===== config.mk =====
export PLATFORM = sky130hd
export DESIGN_NAME = fsl_host
export DESIGN_NICKNAME = d
export VERILOG_FILES = /design/src/hdl/fsl_pkg.sv /design/src/hdl/fsl_bus_cycle.sv /design/src/hdl/fsl_host.sv
export SDC_FILE = /design/constraint.sdc
export NUM_CORES = 1
export LEC_CHECK = 0
export BUFFER_PORTS_ARGS = -buffer_cell sky130_fd_sc_hd__buf_2
export CORE_MARGIN = 2
export CORE_UTILIZATION = 30
export CTS_CLUSTER_DIAMETER = 30
export CTS_CLUSTER_SIZE = 30
export DETAILED_ROUTE_END_ITERATION = 12
export GPL_TIMING_DRIVEN = 0
export HOLD_SLACK_MARGIN = 0.06
export PLACE_DENSITY_LB_ADDON = 0.08
export SYNTH_ARGS = -nofsm -noshare
export SYNTH_HDL_FRONTEND = slang
export SYNTH_HIERARCHICAL = 1
export SYNTH_SLANG_ARGS = --single-unit

===== constraint.sdc =====
create_clock -name clk_in -period 5.7 [get_ports clk_in]
set_input_delay 0.57 -clock clk_in [delete_from_list [all_inputs] [get_ports clk_in]]
set_output_delay 0.57 -clock clk_in [all_outputs]
set_load 0.01 [all_outputs]

===== src/hdl/fsl_pkg.sv =====
// constants shared by the flash status, lockdown and suspend host controller
package fsl_pkg;
	localparam int ADDR_W = 21;
	localparam int DATA_W = 16;
	localparam int REG_AW = 4;
	localparam int CLK_NS = 8;

	// software operation codes written to the command register
	localparam logic [3:0] OP_READ = 4'h0;
	localparam logic [3:0] OP_PROG = 4'h1;
	localparam logic [3:0] OP_SERASE = 4'h2;
	localparam logic [3:0] OP_CERASE = 4'h3;
	localparam logic [3:0] OP_LOCKDN = 4'h4;
	localparam logic [3:0] OP_SUSP = 4'h5;
	localparam logic [3:0] OP_RESUME = 4'h6;
	localparam logic [3:0] OP_IDEXIT = 4'h7;
	localparam logic [3:0] OP_LOCKQ = 4'h8;
	localparam logic [3:0] OP_HBQ = 4'h9;
	localparam logic [3:0] OP_LOCKB = 4'hA;
	localparam logic [3:0] OP_CFG = 4'hB;
	localparam logic [3:0] OP_PPR = 4'hC;
	localparam logic [3:0] OP_IDENT = 4'hD;

	// flash command bytes and command addresses
	localparam logic [7:0] C_UNLK1 = 8'hAA;
	localparam logic [7:0] C_UNLK2 = 8'h55;
	localparam logic [7:0] C_ERSETUP = 8'h80;
	localparam logic [7:0] C_PROG = 8'hA0;
	localparam logic [7:0] C_CERASE = 8'h10;
	localparam logic [7:0] C_SERASE = 8'h30;
	localparam logic [7:0] C_LOCKDN = 8'h60;
	localparam logic [7:0] C_SUSP = 8'hB0;
	localparam logic [7:0] C_RESUME = 8'h30;
	localparam logic [7:0] C_IDEXIT = 8'hF0;
	localparam logic [7:0] C_IDENT = 8'h90;
	localparam logic [7:0] C_PREG = 8'hC0;
	localparam logic [7:0] C_CFG = 8'hD0;
	localparam logic [11:0] A_CMD1 = 12'h555;
	localparam logic [11:0] A_CMD2 = 12'hAAA;
	localparam logic [11:0] A_HALF_B = 12'h080;
	localparam logic [1:0] LOCK_OFS = 2'h2;

	// status bit positions on the flash data lines
	localparam int DATA_POLL_BIT = 7;
	localparam int TOGGLE_STATUS_BIT = 6;
	localparam int OP_FAIL_BIT = 5;
	localparam int SUPPLY_LOW_BIT = 3;
	localparam int SECTOR_LOCK_FLAG = 0;
	localparam int HALF_B_LOCK_BIT = 1;

	// software register offsets and field positions
	localparam logic [3:0] REG_CMD = 4'h0;
	localparam logic [3:0] REG_ADDR = 4'h1;
	localparam logic [3:0] REG_WDATA = 4'h2;
	localparam logic [3:0] REG_RDATA = 4'h3;
	localparam logic [3:0] REG_STATUS = 4'h4;
	localparam logic [3:0] REG_CTRL = 4'h5;
	localparam int S_BUSY = 0;
	localparam int S_DONE = 1;
	localparam int S_FAIL = 2;
	localparam int S_SUPPLY = 3;
	localparam int S_SUSP = 4;
	localparam int S_REJECT = 5;
	localparam int S_ERSUSP = 6;
	localparam int S_CFG = 7;
	localparam int CTRL_USE_PIN = 0;
	localparam int CTRL_FRESET = 1;

	// timing in nanoseconds and derived cycle counts (least times round up)
	localparam int SUSP_ERASE_NS = 15000;
	localparam int SUSP_PROG_NS = 20000;
	localparam int WE_PULSE_NS = 40;
	localparam int RD_ACCESS_NS = 70;
	localparam int FRESET_NS = 500;
	localparam int SUSP_ERASE_CYC = (SUSP_ERASE_NS + CLK_NS - 1) / CLK_NS;
	localparam int SUSP_PROG_CYC = (SUSP_PROG_NS + CLK_NS - 1) / CLK_NS;
	localparam int WE_PULSE_CYC = (WE_PULSE_NS + CLK_NS - 1) / CLK_NS;
	localparam int RD_ACCESS_CYC = (RD_ACCESS_NS + CLK_NS - 1) / CLK_NS;
	localparam int FRESET_CYC = (FRESET_NS + CLK_NS - 1) / CLK_NS;
	localparam int SETUP_CYC = 2;
	localparam int HOLD_CYC = 2;
	localparam int GAP_CYC = 2;
	localparam int SYNC_CYC = 2;
endpackage


===== src/hdl/fsl_bus_cycle.sv =====
// one asynchronous flash bus cycle: a strobed write or a timed read
module fsl_bus_cycle (
	input wire logic clk_in,
	input wire logic rstn_in,
	input wire logic start_in,
	input wire logic read_in,
	input wire logic [fsl_pkg::ADDR_W-1:0] addr_in,
	input wire logic [fsl_pkg::DATA_W-1:0] wdata_in,
	input wire logic [fsl_pkg::DATA_W-1:0] dq_in,
	output logic ce_n_out,
	output logic oe_n_out,
	output logic we_n_out,
	output logic [fsl_pkg::ADDR_W-1:0] addr_out,
	output logic [fsl_pkg::DATA_W-1:0] dq_out,
	output logic dq_oe_out,
	output logic [fsl_pkg::DATA_W-1:0] rdata_out,
	output logic done_out
);
	typedef enum logic [5:0] {
		BC_IDLE = 6'b000001,
		BC_SETUP = 6'b000010,
		BC_PULSE = 6'b000100,
		BC_HOLD = 6'b001000,
		BC_READ = 6'b010000,
		BC_GAP = 6'b100000
	} fsl_bc_t;
	fsl_bc_t bc;
	logic [7:0] cnt;
	logic [fsl_pkg::DATA_W-1:0] dq_s1;
	logic [fsl_pkg::DATA_W-1:0] dq_s2;

	// data lines come from the flash pads, so they are synchronised first
	always_ff @(posedge clk_in) begin
		dq_s1 <= dq_in;
		dq_s2 <= dq_s1;
	end

	// strobe sequencing; output enable never falls during a write
	always_ff @(posedge clk_in) begin
		done_out <= 1'b0;
		if (!rstn_in) begin
			bc <= BC_IDLE;
			cnt <= 8'h00;
			ce_n_out <= 1'b1;
			oe_n_out <= 1'b1;
			we_n_out <= 1'b1;
			dq_oe_out <= 1'b0;
			addr_out <= '0;
			dq_out <= '0;
			rdata_out <= '0;
		end else begin
			if (cnt != 8'h00) cnt <= cnt - 8'h01;
			unique case (bc)
				BC_IDLE: begin
					if (start_in) begin
						addr_out <= addr_in;
						dq_out <= wdata_in;
						ce_n_out <= 1'b0;
						if (read_in) begin
							oe_n_out <= 1'b0;
							bc <= BC_READ;
							cnt <= 8'(fsl_pkg::RD_ACCESS_CYC + fsl_pkg::SYNC_CYC);
						end else begin
							dq_oe_out <= 1'b1;
							bc <= BC_SETUP;
							cnt <= 8'(fsl_pkg::SETUP_CYC);
						end
					end
				end
				BC_SETUP: if (cnt == 8'h00) begin
					we_n_out <= 1'b0;
					bc <= BC_PULSE;
					cnt <= 8'(fsl_pkg::WE_PULSE_CYC);
				end
				BC_PULSE: if (cnt == 8'h00) begin
					we_n_out <= 1'b1; // data latched on this rising edge
					bc <= BC_HOLD;
					cnt <= 8'(fsl_pkg::HOLD_CYC);
				end
				BC_HOLD: if (cnt == 8'h00) begin
					ce_n_out <= 1'b1;
					dq_oe_out <= 1'b0;
					bc <= BC_GAP;
					cnt <= 8'(fsl_pkg::GAP_CYC);
				end
				BC_READ: if (cnt == 8'h00) begin
					rdata_out <= dq_s2;
					ce_n_out <= 1'b1;
					oe_n_out <= 1'b1;
					bc <= BC_GAP;
					cnt <= 8'(fsl_pkg::GAP_CYC);
				end
				BC_GAP: if (cnt == 8'h00) begin
					done_out <= 1'b1;
					bc <= BC_IDLE;
				end
			endcase
		end
	end
endmodule


===== src/hdl/fsl_host.sv =====
// host controller that drives the flash pins for status, lockdown and suspend
//
// The register offsets and the strobed register port were decided locally.
module fsl_host #(
	parameter int SUSP_E_CYC = fsl_pkg::SUSP_ERASE_CYC,
	parameter int SUSP_P_CYC = fsl_pkg::SUSP_PROG_CYC
) (
	input wire logic clk_in,
	input wire logic rstn_in,
	input wire logic [fsl_pkg::REG_AW-1:0] sw_addr_in,
	input wire logic [31:0] sw_wdata_in,
	input wire logic sw_wr_in,
	input wire logic sw_rd_in,
	output logic [31:0] sw_rdata_out,
	output logic flash_ce_n_out,
	output logic flash_oe_n_out,
	output logic flash_we_n_out,
	output logic [fsl_pkg::ADDR_W-1:0] flash_addr_out,
	output logic [fsl_pkg::DATA_W-1:0] flash_dq_out,
	output logic flash_dq_oe_out,
	input wire logic [fsl_pkg::DATA_W-1:0] flash_dq_in,
	input wire logic flash_rdy_in,
	output logic flash_reset_n_out
);
	typedef enum logic [6:0] {
		ST_IDLE = 7'b0000001,
		ST_ISSUE = 7'b0000010,
		ST_WAITB = 7'b0000100,
		ST_POLL = 7'b0001000,
		ST_SUSPW = 7'b0010000,
		ST_EXIT = 7'b0100000,
		ST_FIN = 7'b1000000
	} fsl_st_t;
	typedef enum logic [3:0] {
		WK_STEP = 4'b0001,
		WK_POLL1 = 4'b0010,
		WK_POLL2 = 4'b0100,
		WK_EXIT = 4'b1000
	} fsl_wk_t;

	fsl_st_t st;
	fsl_wk_t wk;
	logic [3:0] op_q;
	logic [2:0] step;
	logic [fsl_pkg::ADDR_W-1:0] addr_q;
	logic [fsl_pkg::ADDR_W-1:0] resume_addr;
	logic [fsl_pkg::DATA_W-1:0] wdata_q;
	logic [fsl_pkg::DATA_W-1:0] rdata_q;
	logic [fsl_pkg::DATA_W-1:0] r1;
	logic cfg01, use_pin, done_f, fail_f, supply_f, reject_f;
	logic suspended, susp_erase, susp_pend, err_seen;
	logic [15:0] wait_cnt;
	logic [7:0] rst_cnt;
	logic rdy_s1, rdy_s2;
	logic bus_start, bus_read, bus_done;
	logic [fsl_pkg::ADDR_W-1:0] bus_addr;
	logic [fsl_pkg::DATA_W-1:0] bus_wdata, bus_rdata;
	logic [37:0] word;
	logic cmd_wr, start_ok, toggling, poll_err, last_step, poll_fin, fin_err;

	// operations that end with a busy internal cycle and need polling
	function automatic logic fsl_polled(input logic [3:0] op);
		fsl_polled = (op == fsl_pkg::OP_PROG) || (op == fsl_pkg::OP_SERASE) ||
			(op == fsl_pkg::OP_CERASE) || (op == fsl_pkg::OP_RESUME) ||
			(op == fsl_pkg::OP_LOCKB) || (op == fsl_pkg::OP_PPR);
	endfunction

	// number of bus cycles minus one for each operation
	function automatic logic [2:0] fsl_last(input logic [3:0] op);
		unique case (op)
			fsl_pkg::OP_READ, fsl_pkg::OP_SUSP, fsl_pkg::OP_RESUME,
			fsl_pkg::OP_IDEXIT: fsl_last = 3'h0;
			fsl_pkg::OP_SERASE, fsl_pkg::OP_CERASE, fsl_pkg::OP_LOCKDN: fsl_last = 3'h5;
			default: fsl_last = 3'h3;
		endcase
	endfunction

	// bus word for one step: {is_read, address, data}
	function automatic logic [37:0] fsl_word(input logic [3:0] op, input logic [2:0] s,
			input logic [fsl_pkg::ADDR_W-1:0] a, input logic [fsl_pkg::DATA_W-1:0] d);
		logic [7:0] third;
		third = fsl_pkg::C_ERSETUP;
		unique case (op)
			fsl_pkg::OP_PROG: third = fsl_pkg::C_PROG;
			fsl_pkg::OP_LOCKQ, fsl_pkg::OP_HBQ, fsl_pkg::OP_IDENT: third = fsl_pkg::C_IDENT;
			fsl_pkg::OP_LOCKB, fsl_pkg::OP_PPR: third = fsl_pkg::C_PREG;
			fsl_pkg::OP_CFG: third = fsl_pkg::C_CFG;
			default: third = fsl_pkg::C_ERSETUP;
		endcase
		fsl_word = {1'b0, 9'h000, fsl_pkg::A_CMD1, 8'h00, fsl_pkg::C_UNLK1};
		if (op == fsl_pkg::OP_READ) fsl_word = {1'b1, a, d};
		else if (op == fsl_pkg::OP_SUSP) fsl_word = {1'b0, 21'h000000, 8'h00, fsl_pkg::C_SUSP};
		else if (op == fsl_pkg::OP_RESUME) fsl_word = {1'b0, 21'h000000, 8'h00, fsl_pkg::C_RESUME};
		else if (op == fsl_pkg::OP_IDEXIT) fsl_word = {1'b0, 21'h000000, 8'h00, fsl_pkg::C_IDEXIT};
		else if (s == 3'h1 || s == 3'h4) fsl_word = {1'b0, 9'h000, fsl_pkg::A_CMD2, 8'h00, fsl_pkg::C_UNLK2};
		else if (s == 3'h2) fsl_word = {1'b0, 9'h000, fsl_pkg::A_CMD1, 8'h00, third};
		else if (s == 3'h5) begin
			unique case (op)
				fsl_pkg::OP_SERASE: fsl_word = {1'b0, a, 8'h00, fsl_pkg::C_SERASE};
				fsl_pkg::OP_LOCKDN: fsl_word = {1'b0, a, 8'h00, fsl_pkg::C_LOCKDN};
				default: fsl_word = {1'b0, 9'h000, fsl_pkg::A_CMD1, 8'h00, fsl_pkg::C_CERASE};
			endcase
		end else if (s == 3'h3 && fsl_last(op) == 3'h3) begin
			unique case (op)
				fsl_pkg::OP_LOCKQ: fsl_word = {1'b1, a[20:2], fsl_pkg::LOCK_OFS, d};
				fsl_pkg::OP_HBQ: fsl_word = {1'b1, 9'h000, fsl_pkg::A_HALF_B, d};
				fsl_pkg::OP_IDENT: fsl_word = {1'b1, a, d};
				fsl_pkg::OP_LOCKB: fsl_word = {1'b0, 9'h000, fsl_pkg::A_HALF_B,
					d & ~(16'h0001 << fsl_pkg::HALF_B_LOCK_BIT)};
				fsl_pkg::OP_CFG: fsl_word = {1'b0, 21'h000000, 15'h0000, d[0]};
				default: fsl_word = {1'b0, a, d};
			endcase
		end
	endfunction

	assign cmd_wr = sw_wr_in && (sw_addr_in == fsl_pkg::REG_CMD);
	assign start_ok = cmd_wr && (st == ST_IDLE) && (rst_cnt == 8'h00);
	assign word = fsl_word(op_q, step, addr_q, wdata_q);
	assign last_step = (step == fsl_last(op_q));
	assign toggling = r1[fsl_pkg::TOGGLE_STATUS_BIT] ^ bus_rdata[fsl_pkg::TOGGLE_STATUS_BIT];
	// error bits count only when both reads of a pair show them: a pair that
	// spans completion ends on array data, whose bits 5 and 3 mean nothing
	assign poll_err = (r1[fsl_pkg::OP_FAIL_BIT] & bus_rdata[fsl_pkg::OP_FAIL_BIT]) |
		(r1[fsl_pkg::SUPPLY_LOW_BIT] & bus_rdata[fsl_pkg::SUPPLY_LOW_BIT]);
	assign poll_fin = (st == ST_WAITB) && bus_done && (wk == WK_POLL2) &&
		(!toggling || (poll_err && err_seen));
	assign fin_err = toggling || err_seen;

	// bus request: command step, status poll read, or identification exit
	always_comb begin
		bus_start = (st == ST_ISSUE) || (st == ST_EXIT) ||
			((st == ST_POLL) && !susp_pend && (!use_pin || rdy_s2));
		bus_read = 1'b1;
		bus_addr = addr_q;
		bus_wdata = '0;
		if (st == ST_ISSUE) begin
			bus_read = word[37];
			bus_addr = word[36:16];
			bus_wdata = word[15:0];
		end else if (st == ST_EXIT) begin
			bus_read = 1'b0;
			bus_addr = '0;
			bus_wdata = {8'h00, fsl_pkg::C_IDEXIT};
		end
	end

	fsl_bus_cycle u_bus (
		.clk_in(clk_in),
		.rstn_in(rstn_in),
		.start_in(bus_start),
		.read_in(bus_read),
		.addr_in(bus_addr),
		.wdata_in(bus_wdata),
		.dq_in(flash_dq_in),
		.ce_n_out(flash_ce_n_out),
		.oe_n_out(flash_oe_n_out),
		.we_n_out(flash_we_n_out),
		.addr_out(flash_addr_out),
		.dq_out(flash_dq_out),
		.dq_oe_out(flash_dq_oe_out),
		.rdata_out(bus_rdata),
		.done_out(bus_done)
	);

	// ready pin comes from outside; two flops before anything looks at it
	always_ff @(posedge clk_in) begin
		rdy_s1 <= flash_rdy_in;
		rdy_s2 <= rdy_s1;
	end

	// flash reset pulse after our reset or on request; the only lock clear
	always_ff @(posedge clk_in) begin
		if (!rstn_in) begin
			rst_cnt <= 8'(fsl_pkg::FRESET_CYC);
			flash_reset_n_out <= 1'b0;
		end else begin
			if (sw_wr_in && sw_addr_in == fsl_pkg::REG_CTRL && st == ST_IDLE &&
					sw_wdata_in[fsl_pkg::CTRL_FRESET]) rst_cnt <= 8'(fsl_pkg::FRESET_CYC);
			else if (rst_cnt != 8'h00) rst_cnt <= rst_cnt - 8'h01;
			flash_reset_n_out <= (rst_cnt == 8'h00);
		end
	end

	// sequencer
	always_ff @(posedge clk_in) begin
		if (!rstn_in) begin
			st <= ST_IDLE;
			wk <= WK_STEP;
			op_q <= fsl_pkg::OP_READ;
			step <= 3'h0;
			addr_q <= '0;
			wdata_q <= '0;
			r1 <= '0;
			err_seen <= 1'b0;
			wait_cnt <= 16'h0000;
		end else begin
			if (wait_cnt != 16'h0000) wait_cnt <= wait_cnt - 16'h0001;
			unique case (st)
				ST_IDLE: if (start_ok && !reject_next()) begin
					op_q <= sw_wdata_in[3:0];
					step <= 3'h0;
					err_seen <= 1'b0;
					addr_q <= (sw_wdata_in[3:0] == fsl_pkg::OP_RESUME) ? resume_addr : addr_q;
					st <= ST_ISSUE;
				end
				ST_ISSUE: begin
					wk <= WK_STEP;
					st <= ST_WAITB;
				end
				ST_POLL: if (susp_pend) begin
					op_q <= fsl_pkg::OP_SUSP;
					step <= 3'h0;
					st <= ST_ISSUE;
				end else if (bus_start) begin
					st <= ST_WAITB;
				end
				ST_SUSPW: if (wait_cnt == 16'h0000) st <= ST_FIN;
				ST_EXIT: begin
					wk <= WK_EXIT;
					st <= ST_WAITB;
				end
				ST_FIN: st <= ST_IDLE;
				ST_WAITB: if (bus_done) begin
					unique case (wk)
						WK_STEP: if (!last_step) begin
							step <= step + 3'h1;
							st <= ST_ISSUE;
						end else if (fsl_polled(op_q)) begin
							wk <= WK_POLL1;
							st <= ST_POLL;
						end else if (op_q == fsl_pkg::OP_SUSP) begin
							wait_cnt <= susp_erase ? 16'(SUSP_E_CYC) : 16'(SUSP_P_CYC);
							st <= ST_SUSPW;
						end else if (op_q == fsl_pkg::OP_LOCKQ || op_q == fsl_pkg::OP_HBQ ||
								op_q == fsl_pkg::OP_IDENT) begin
							st <= ST_EXIT;
						end else begin
							st <= ST_FIN;
						end
						WK_POLL1: begin
							r1 <= bus_rdata;
							wk <= WK_POLL2;
							st <= ST_POLL;
						end
						WK_POLL2: if (!toggling || (poll_err && err_seen)) begin
							st <= (fin_err || cfg01) ? ST_EXIT : ST_FIN;
						end else begin
							err_seen <= err_seen | poll_err;
							wk <= WK_POLL1;
							st <= ST_POLL;
						end
						WK_EXIT: st <= ST_FIN;
					endcase
				end
			endcase
			if (st == ST_IDLE && sw_wr_in && sw_addr_in == fsl_pkg::REG_ADDR)
				addr_q <= sw_wdata_in[fsl_pkg::ADDR_W-1:0];
			if (st == ST_IDLE && sw_wr_in && sw_addr_in == fsl_pkg::REG_WDATA)
				wdata_q <= sw_wdata_in[fsl_pkg::DATA_W-1:0];
		end
	end

	// undefined command codes, and commands the device would not accept in the present suspend state
	function automatic logic reject_next();
		logic [3:0] op;
		op = sw_wdata_in[3:0];
		reject_next = (op > fsl_pkg::OP_IDENT) || (op == fsl_pkg::OP_SUSP) ||
			((op == fsl_pkg::OP_RESUME) && !suspended) ||
			(suspended && (op == fsl_pkg::OP_SERASE || op == fsl_pkg::OP_CERASE)) ||
			(suspended && !susp_erase && op != fsl_pkg::OP_READ &&
				op != fsl_pkg::OP_RESUME && op != fsl_pkg::OP_IDEXIT);
	endfunction

	// suspend bookkeeping: a suspend order is taken while a poll is in progress
	always_ff @(posedge clk_in) begin
		if (!rstn_in || rst_cnt != 8'h00) begin
			suspended <= 1'b0;
			susp_erase <= 1'b0;
			susp_pend <= 1'b0;
			resume_addr <= '0;
		end else begin
			if (cmd_wr && sw_wdata_in[3:0] == fsl_pkg::OP_SUSP && !suspended &&
					(st == ST_POLL || st == ST_WAITB) && wk != WK_STEP && wk != WK_EXIT) begin
				susp_pend <= 1'b1;
				susp_erase <= (op_q == fsl_pkg::OP_RESUME) ? susp_erase :
					(op_q == fsl_pkg::OP_SERASE || op_q == fsl_pkg::OP_CERASE);
				resume_addr <= addr_q;
			end else if (st == ST_POLL || st == ST_FIN) begin // a poll that ends first drops it
				susp_pend <= 1'b0;
			end
			if (st == ST_SUSPW && wait_cnt == 16'h0000) suspended <= 1'b1;
			else if (st == ST_ISSUE && op_q == fsl_pkg::OP_RESUME) suspended <= 1'b0;
		end
	end

	// result flags, config shadow and read data
	always_ff @(posedge clk_in) begin
		if (!rstn_in) begin
			cfg01 <= 1'b0;
			use_pin <= 1'b0;
			done_f <= 1'b0;
			fail_f <= 1'b0;
			supply_f <= 1'b0;
			reject_f <= 1'b0;
			rdata_q <= '0;
		end else begin
			if (sw_wr_in && sw_addr_in == fsl_pkg::REG_CTRL)
				use_pin <= sw_wdata_in[fsl_pkg::CTRL_USE_PIN];
			if (start_ok) begin
				done_f <= 1'b0;
				fail_f <= 1'b0;
				supply_f <= 1'b0;
				reject_f <= reject_next();
			end
			if (st == ST_FIN) done_f <= 1'b1;
			if (poll_fin && fin_err) begin
				fail_f <= 1'b1;
				supply_f <= bus_rdata[fsl_pkg::SUPPLY_LOW_BIT];
			end
			if (st == ST_WAITB && bus_done && (wk == WK_POLL2 || (wk == WK_STEP && word[37])))
				rdata_q <= bus_rdata;
			if (st == ST_WAITB && bus_done && wk == WK_STEP && op_q == fsl_pkg::OP_CFG)
				cfg01 <= wdata_q[0];
		end
	end

	// software read port: data one cycle after the strobe, zero elsewhere
	always_ff @(posedge clk_in) begin
		if (!rstn_in) begin
			sw_rdata_out <= 32'h00000000;
		end else if (sw_rd_in) begin
			unique case (sw_addr_in)
				fsl_pkg::REG_ADDR: sw_rdata_out <= {11'h000, addr_q};
				fsl_pkg::REG_WDATA: sw_rdata_out <= {16'h0000, wdata_q};
				fsl_pkg::REG_RDATA: sw_rdata_out <= {16'h0000, rdata_q};
				fsl_pkg::REG_STATUS: sw_rdata_out <= {24'h000000, cfg01, susp_erase & suspended,
					reject_f, suspended, supply_f, fail_f, done_f,
					(st != ST_IDLE) || (rst_cnt != 8'h00)};
				fsl_pkg::REG_CTRL: sw_rdata_out <= {31'h00000000, use_pin};
				default: sw_rdata_out <= 32'h00000000;
			endcase
		end else begin
			sw_rdata_out <= 32'h00000000;
		end
	end
endmodule


==> results of run 1 <==
[path summary, 6_finish.rpt]
path / to / slack, ns / depth (start not counted)
max: u_bus/addr_out[19] / 2.53 / 7
max reg2reg: u_bus/addr_out[19] / 2.53 / 7
min reg2reg: u_bus/dq_s2[3] / 0.32 / 0
min: u_bus/dq_s1[7] / 0.1 / 1
[worst max-delay path, stage by stage, from the launching register on]
cell and delay [ns]:
dfxtp_1 0.34, or4_4 0.57, nor3_1 0.68, o21ai_0 0.29, a31oi_1 0.79, nor2b_1 0.18, nand2_1 0.11, a21oi_1 0.06
[area by class of cell]
| cell class | count | share of cell area [%] |
|---|---|---|
| multi-input cells | 956 | 38.2 |
| flip-flops and latches | 257 | 33.6 |
| clock buffers | 95 | 13.4 |
| well taps | 511 | 4.18 |
| repair buffers | 107 | 3.50 |
| plain buffers | 87 | 3.25 |
| clock inverters | 33 | 3.22 |
| inverters | 24 | 0.605 |
[metal layers]
metal / wire, um / track usage [%] / part of all wire (%)
met5: 0 / 0 / 0
met4: 809 / 6.56 / 2.2
met3: 1910 / 3.74 / 5.1
met2: 16600 / 29.1 / 45
met1: 18000 / 25.2 / 48
[cell usage in the layout (no fill, tap or decap), types with 9 or more instances in the layout]
cell type	instances
buf_2	120
nor2_1	112
inv_1	22
o211ai_1	9
mux2i_1	85
nand4_1	11
o21ai_1	21
clkinv_2	14
nand3_1	24
a21o_1	12
dfxtp_1	257
a21oi_1	104
bufinv_16	10
a31oi_1	9
and3_1	10
xnor2_1	17
buf_4	15
clkbuf_8	12
conb_1	11
o21ai_0	44
and2_1	15
ha_1	12
nand2_1	202
or3_1	9
nand4b_1	12
nor3_1	21
clkbuf_1	57
xor2_1	13
clkbuf_16	74
a22oi_1	20
nor2b_1	26
[cells by family after synthesis]
kind of cell | count (synthesis) | synth area share [%]
AO/OA/AOI/OAI | 294 | 16.3
other | 1 | 0.0325
buffers and inverters | 111 | 5.11
adder cells (fa/ha/maj) | 13 | 1.39
flip-flops | 257 | 44.6
XOR/XNOR | 30 | 2.28
AND/OR/NAND/NOR | 521 | 22.7
multiplexers | 87 | 7.56
[state kept, by name, summed over array words and instances (netlist names), 6 cells and up]
| signal | cells |
|---|---|
| rst_cnt | 8 |
| wait_cnt | 16 |
| u_bus/bc | 6 |
| u_bus/rdata_out | 16 |
| rdata_q | 16 |
| resume_addr | 21 |
| u_bus/dq_s1 | 16 |
| st | 7 |
| u_bus/dq_out | 16 |
| wdata_q | 16 |
| u_bus/cnt | 8 |
| addr_q | 21 |
| sw_rdata_out | 21 |
| u_bus/addr_out | 21 |
| u_bus/dq_s2 | 16 |
[stage by stage]
stage | total power, mW | utilization [%] | cell area [um^2] | hold WS, ns | instances
final | 6.81 | 40.5 | 15300 | 0.0964 | 2070
after global routing | 7.09 | 40.5 | 15300 | 0.0786 | 2070
after CTS | 6.89 | 40.5 | 15300 | 0.0708 | 2070
after detailed placement | 2.70 | 33.8 | 12800 | 0.312 | 1942
after global placement | 2.70 | 33.8 | 12800 | 0.311 | 1942
after floorplan | 2.53 | - | 11600 | 0.310 | 1324
[cell usage after synthesis (all sizes together) (24+ instances only)]
cell type	n	share of area (%)
nor2b	26	1.4
nand3	25	1.1
inv	24	0.80
dfxtp	257	45
nor3	24	1.2
clkbuf	48	1.6
nor2	114	3.7
buf	39	2.8
mux2i	85	7.4
nand2	210	7.0
a21oi	112	5.1
o21ai	66	2.9
[where the power goes]
group	switching (mW)	internal (mW)	total [mW]
clock	1.17	2.96	4.13
combinational	0.387	0.304	0.690
sequential	0.0875	1.89	1.98
total	1.65	5.16	6.81
==> results.sh, run 1 <==
export IMPL_grt_ovfl_total=0
export IMPL_track_usage_pct=18.5
export IMPL_rsz0062_at_grt="false"
export IMPL_cts_hold_buf=0
export IMPL_ys_seq_area_share_pct=44.6
export IMPL_cts_tree="built"
export IMPL_dp_slack_ns=2.52
export IMPL_synth_edf_count=0
export IMPL_p_leak_nw=6.17
export IMPL_cts_root_buf="clkbuf_16"
export IMPL_clock_sinks=257
export IMPL_rows=71
export IMPL_cap_violations=0
export IMPL_syn_area_um2=11500
export IMPL_syn_avg_cell_area_um2=8.79
export IMPL_num_vias=10065
export IMPL_io_pins=131
export IMPL_drt_iter0_drc=636
export IMPL_die_x_um=200
export IMPL_slew_viol_final=0
export IMPL_die_height_um=200
export IMPL_tightest_slew_ns=1.14
export IMPL_diodes=0
export IMPL_startpoint_type="flip-flop"
export IMPL_max_slew_margin_rel_pct=23.3
export IMPL_setup_worst_path_end_class="flip-flop"
export IMPL_htree_levels=3
export IMPL_fin_crit_sh_pct=55.6
export IMPL_clk_latency_ns=0.57
export IMPL_setup_ws_ns=2.53
export IMPL_area_delta_synth_final_pct=32.5
export IMPL_start_util_pct=30.6
export IMPL_multi_input_area_um2=5850
export IMPL_path_class="flip-flop to flip-flop"
export IMPL_path_max_fanout=9
export IMPL_cp_required_ns=6.11
export IMPL_ys_async_sr_fraction_pct=0
export IMPL_ys_types=97
export IMPL_grt_pass1_wl_um=58100
export IMPL_hold_viol_final=0
export IMPL_place_hpwl_um=27600
export IMPL_syn_inst=1314
export IMPL_post_cts_resized=0
export IMPL_setup_worst_path_start="st[6]"
export IMPL_outcome="finished clean"
export IMPL_fin_skew_ns=0.0200
export IMPL_cts_buffers=71
export IMPL_clk_path_buf_depth=3
export IMPL_yosys_register_bits=257
export IMPL_final_setup_viol_count=0
export IMPL_arrival_ns=3.58
export IMPL_postCtsSetupBuffers=0
export IMPL_grt_max_degree=11
export IMPL_fillers=3818
export IMPL_ir_drop_mv=0.214
export IMPL_antenna_found_initial=0
export IMPL_synthFlopType="dfxtp_1"
export IMPL_fin_nets=1573
export IMPL_layout_min_cycle_time_ns=3.17
export IMPL_globalplace_congestion=0.859
export IMPL_fp_coreArea_um2=37800
export IMPL_drive_above_1_share_pct=20.0
export IMPL_wl_per_cell_um=18.0
export IMPL_postRouteAntennaNets=0
export IMPL_timing_rr_start="st[6]"
export IMPL_die_area_um2=40100
export IMPL_drcViolationCount=0
export IMPL_yosysWarnings=6
export IMPL_cts_clk_slew_worst_paths_ns=0.04
export IMPL_p_per_area_nw_per_um2=445
export IMPL_firstDrtPassIters=5
export IMPL_postRouteWirelength_um=37300
export IMPL_port_buffer_count=107
export IMPL_via_per_inst=4.86
export IMPL_fmax_mhz=316
export IMPL_min_from="flash_dq_in[7]"
export IMPL_tns_ns=0
export IMPL_grt_pass1_vias=9836
export IMPL_hp_class="input pin to flip-flop"
export IMPL_seqCellArea_um2=5140
No activity file was read; power rests on OpenSTA's default activity.
==> run 2: changes to the inputs <==
==> constraint.sdc (replaced) <==
create_clock -name clk_in -period 3 [get_ports clk_in]
set_input_delay 0.3 -clock clk_in [delete_from_list [all_inputs] [get_ports clk_in]]
set_output_delay 0.3 -clock clk_in [all_outputs]
set_load 0.01 [all_outputs]
==> run 2 against run 1 <==
Compared with the run above: sequential share of layout area fell by 0.95 points; combinational power rose by 96%; cell area rose by 2.9%; via count rose by 1.7%; clock power rose by 90%; worst setup slack got worse by 2.4 ns; count of clock-buffer cells in the layout did not move; hold slack improved by 0.0046 ns; non-clock buffer count rose by 39; fmax rose by 11%; clock skew barely moved; register-to-register slack got worse by 2.4 ns.
==> results.sh, run 2 (synthesis gave the netlist of run 1 again) <==
export IMPL_outcome="finished clean"
export IMPL_fin_nets=1612
export IMPL_area_delta_synth_final_pct=36.4
export IMPL_fin_crit_sh_pct=94.9
export IMPL_die_area_um2=40100
export IMPL_dp_cells=1942
export IMPL_setup_ws_ns=0.153
export IMPL_rsz0062_at_grt="false"
export IMPL_hp_class="input pin to flip-flop"
export IMPL_grt_ovfl_total=0
export IMPL_hold_viol_final=0
export IMPL_final_setup_viol_count=0
export IMPL_p_per_area_nw_per_um2=824
export IMPL_drt_iter0_drc=556
export IMPL_grt_pass1_vias=10004
export IMPL_die_height_um=200
export IMPL_clock_sinks=257
export IMPL_wl_per_cell_um=17.9
export IMPL_power_total_mw=13.0
export IMPL_dp_slack_ns=-0.175
export IMPL_start_util_pct=30.6
export IMPL_io_pins=131
export IMPL_cts_clk_slew_worst_paths_ns=0.04
export IMPL_layout_commonest_cell="dfxtp_1"
export IMPL_fillers=3787
export IMPL_tightest_slew_ns=1.14
export IMPL_globalplace_congestion=0.859
export IMPL_diodes=0
export IMPL_p_leak_nw=6.36
export IMPL_crit_family="compound AO/OA/AOI/OAI gates"
export IMPL_port_buffer_count=107
export IMPL_final_cell_mix="dfxtp_1 (257), nand2_1 (202), buf_2 (120)"
export IMPL_path_class="flip-flop to flip-flop"
export IMPL_drive_above_1_share_pct=20.3
export IMPL_slew_viol_final=0
export IMPL_max_stage_delay_ns=0.47
export IMPL_grt_pass1_wl_um=58600
export IMPL_max_slew_margin_rel_pct=23.7
export IMPL_seqCellArea_um2=5140
export IMPL_cts_root_buf="clkbuf_16"
export IMPL_clk_latency_ns=0.57
export IMPL_fin_skew_ns=0.0200
export IMPL_postRouteWirelength_um=37700
export IMPL_startpoint_type="flip-flop"
export IMPL_drcViolationCount=0
export IMPL_multi_input_area_um2=5910
export IMPL_ir_drop_mv=0.405
export IMPL_die_x_um=200
export IMPL_rows=71
export IMPL_fp_coreArea_um2=37800
export IMPL_num_vias=10232
export IMPL_arrival_ns=3.27
export IMPL_layout_min_cycle_time_ns=2.85
export IMPL_antenna_found_initial=0
export IMPL_cts_tree="built"
export IMPL_grt_max_degree=11
export IMPL_cp_cell_sequence="inv_1, ha_1, nand2b_1, o2111a_1, nand4_1, a31oi_4, buf_4, mux2i_1, nor2_1"
export IMPL_firstDrtPassIters=7
export IMPL_crit_buf_inv=2
export IMPL_setup_worst_path_end_class="flip-flop"
export IMPL_fin_cells=2109
export IMPL_htree_levels=3
export IMPL_cp_required_ns=3.42
export IMPL_cap_violations=0
export IMPL_clk_path_buf_depth=3
export IMPL_postRouteAntennaNets=0
export IMPL_place_hpwl_um=27600
export IMPL_fmax_mhz=351
export IMPL_track_usage_pct=18.7
export IMPL_cts_buffers=71
export IMPL_crit_slowest_cell="dfxtp_1"
export IMPL_via_per_inst=4.85
export IMPL_path_max_fanout=10
export IMPL_hold_ws_ns=0.101
## run 2: changes by cell type in the layout (fill, tap and decap cells not counted), sizes merged
cell	delta
dlygate4sd3	+35
buf	+4
## run 2: final timing paths
| check | from | endpoint | slack, ns | cells past startpoint |
|---|---|---|---|---|
| min reg2reg | u_bus/dq_s1[3] | u_bus/dq_s2[3] | 0.32 | 0 |
| min | sw_wdata_in[2] | addr_q[2] | 0.10 | 3 |
| max | step[0] | rdata_q[3] | 0.15 | 9 |
| max reg2reg | step[0] | rdata_q[3] | 0.15 | 9 |
## run 2: where the power goes
part / leakage [nW] / switching (mW) / internal, mW / total (mW)
registers: 2.09 / 0.168 / 3.60 / 3.77
logic: 3.02 / 0.742 / 0.611 / 1.35
clock network: 1.25 / 2.23 / 5.63 / 7.85
total: 6.36 / 3.14 / 9.84 / 13.0
## run 2: metal layers
layer | up-vias | GRT usage (%) | share of wire (%)
met5 | - | 0 | 0
met3 | 53 | 3.77 | 4.6
li1 | 5100 | - | -
met2 | 244 | 29.3 | 45
met1 | 4835 | 25.3 | 48
met4 | 0 | 6.82 | 2.3
## run 2: stage by stage
| stage | area (um^2) | utilization [%] | TNS [ns] |
|---|---|---|---|
| 3_3_place_gp | 12800 | 33.8 | -1.45 |
| 2_1_floorplan | 11600 | - | 0 |
| 3_5_place_dp | 12800 | 33.8 | -4.27 |
| 6_report | 15800 | 41.7 | 0 |
| 5_1_grt | 15800 | 41.7 | 0 |
| 4_1_cts | 15700 | 41.5 | 0 |
## run 2: cell type report
| cell class | count | area share (%) |
|---|---|---|
| clock buffers | 95 | 13.0 |
| clock inverters | 33 | 3.13 |
| inverters | 24 | 0.588 |
| plain buffers | 87 | 3.18 |
| flip-flops and latches | 257 | 32.7 |
| repair buffers | 146 | 5.82 |
| well taps | 511 | 4.06 |
| multi-input cells | 956 | 37.5 |
## run 2: worst min-delay path: cells and delay by family
family	cells	cell delay, ns
AOI/OAI and AO/OA	1	0.05
buffers and inverters	1	0.18
and+or+nand+nor	1	0.07
## run 2: repair_timing
| action | CTS | global route |
|---|---|---|
| endpoints found under the setup margin | 59 | 47 |
| pin swaps | 0 | 2 |
| setup buffers | 0 | 4 |
| hold buffers | 35 | 0 |
| resized for setup | 5 | 9 |
| hold endpoints to repair | 46 | 0 |
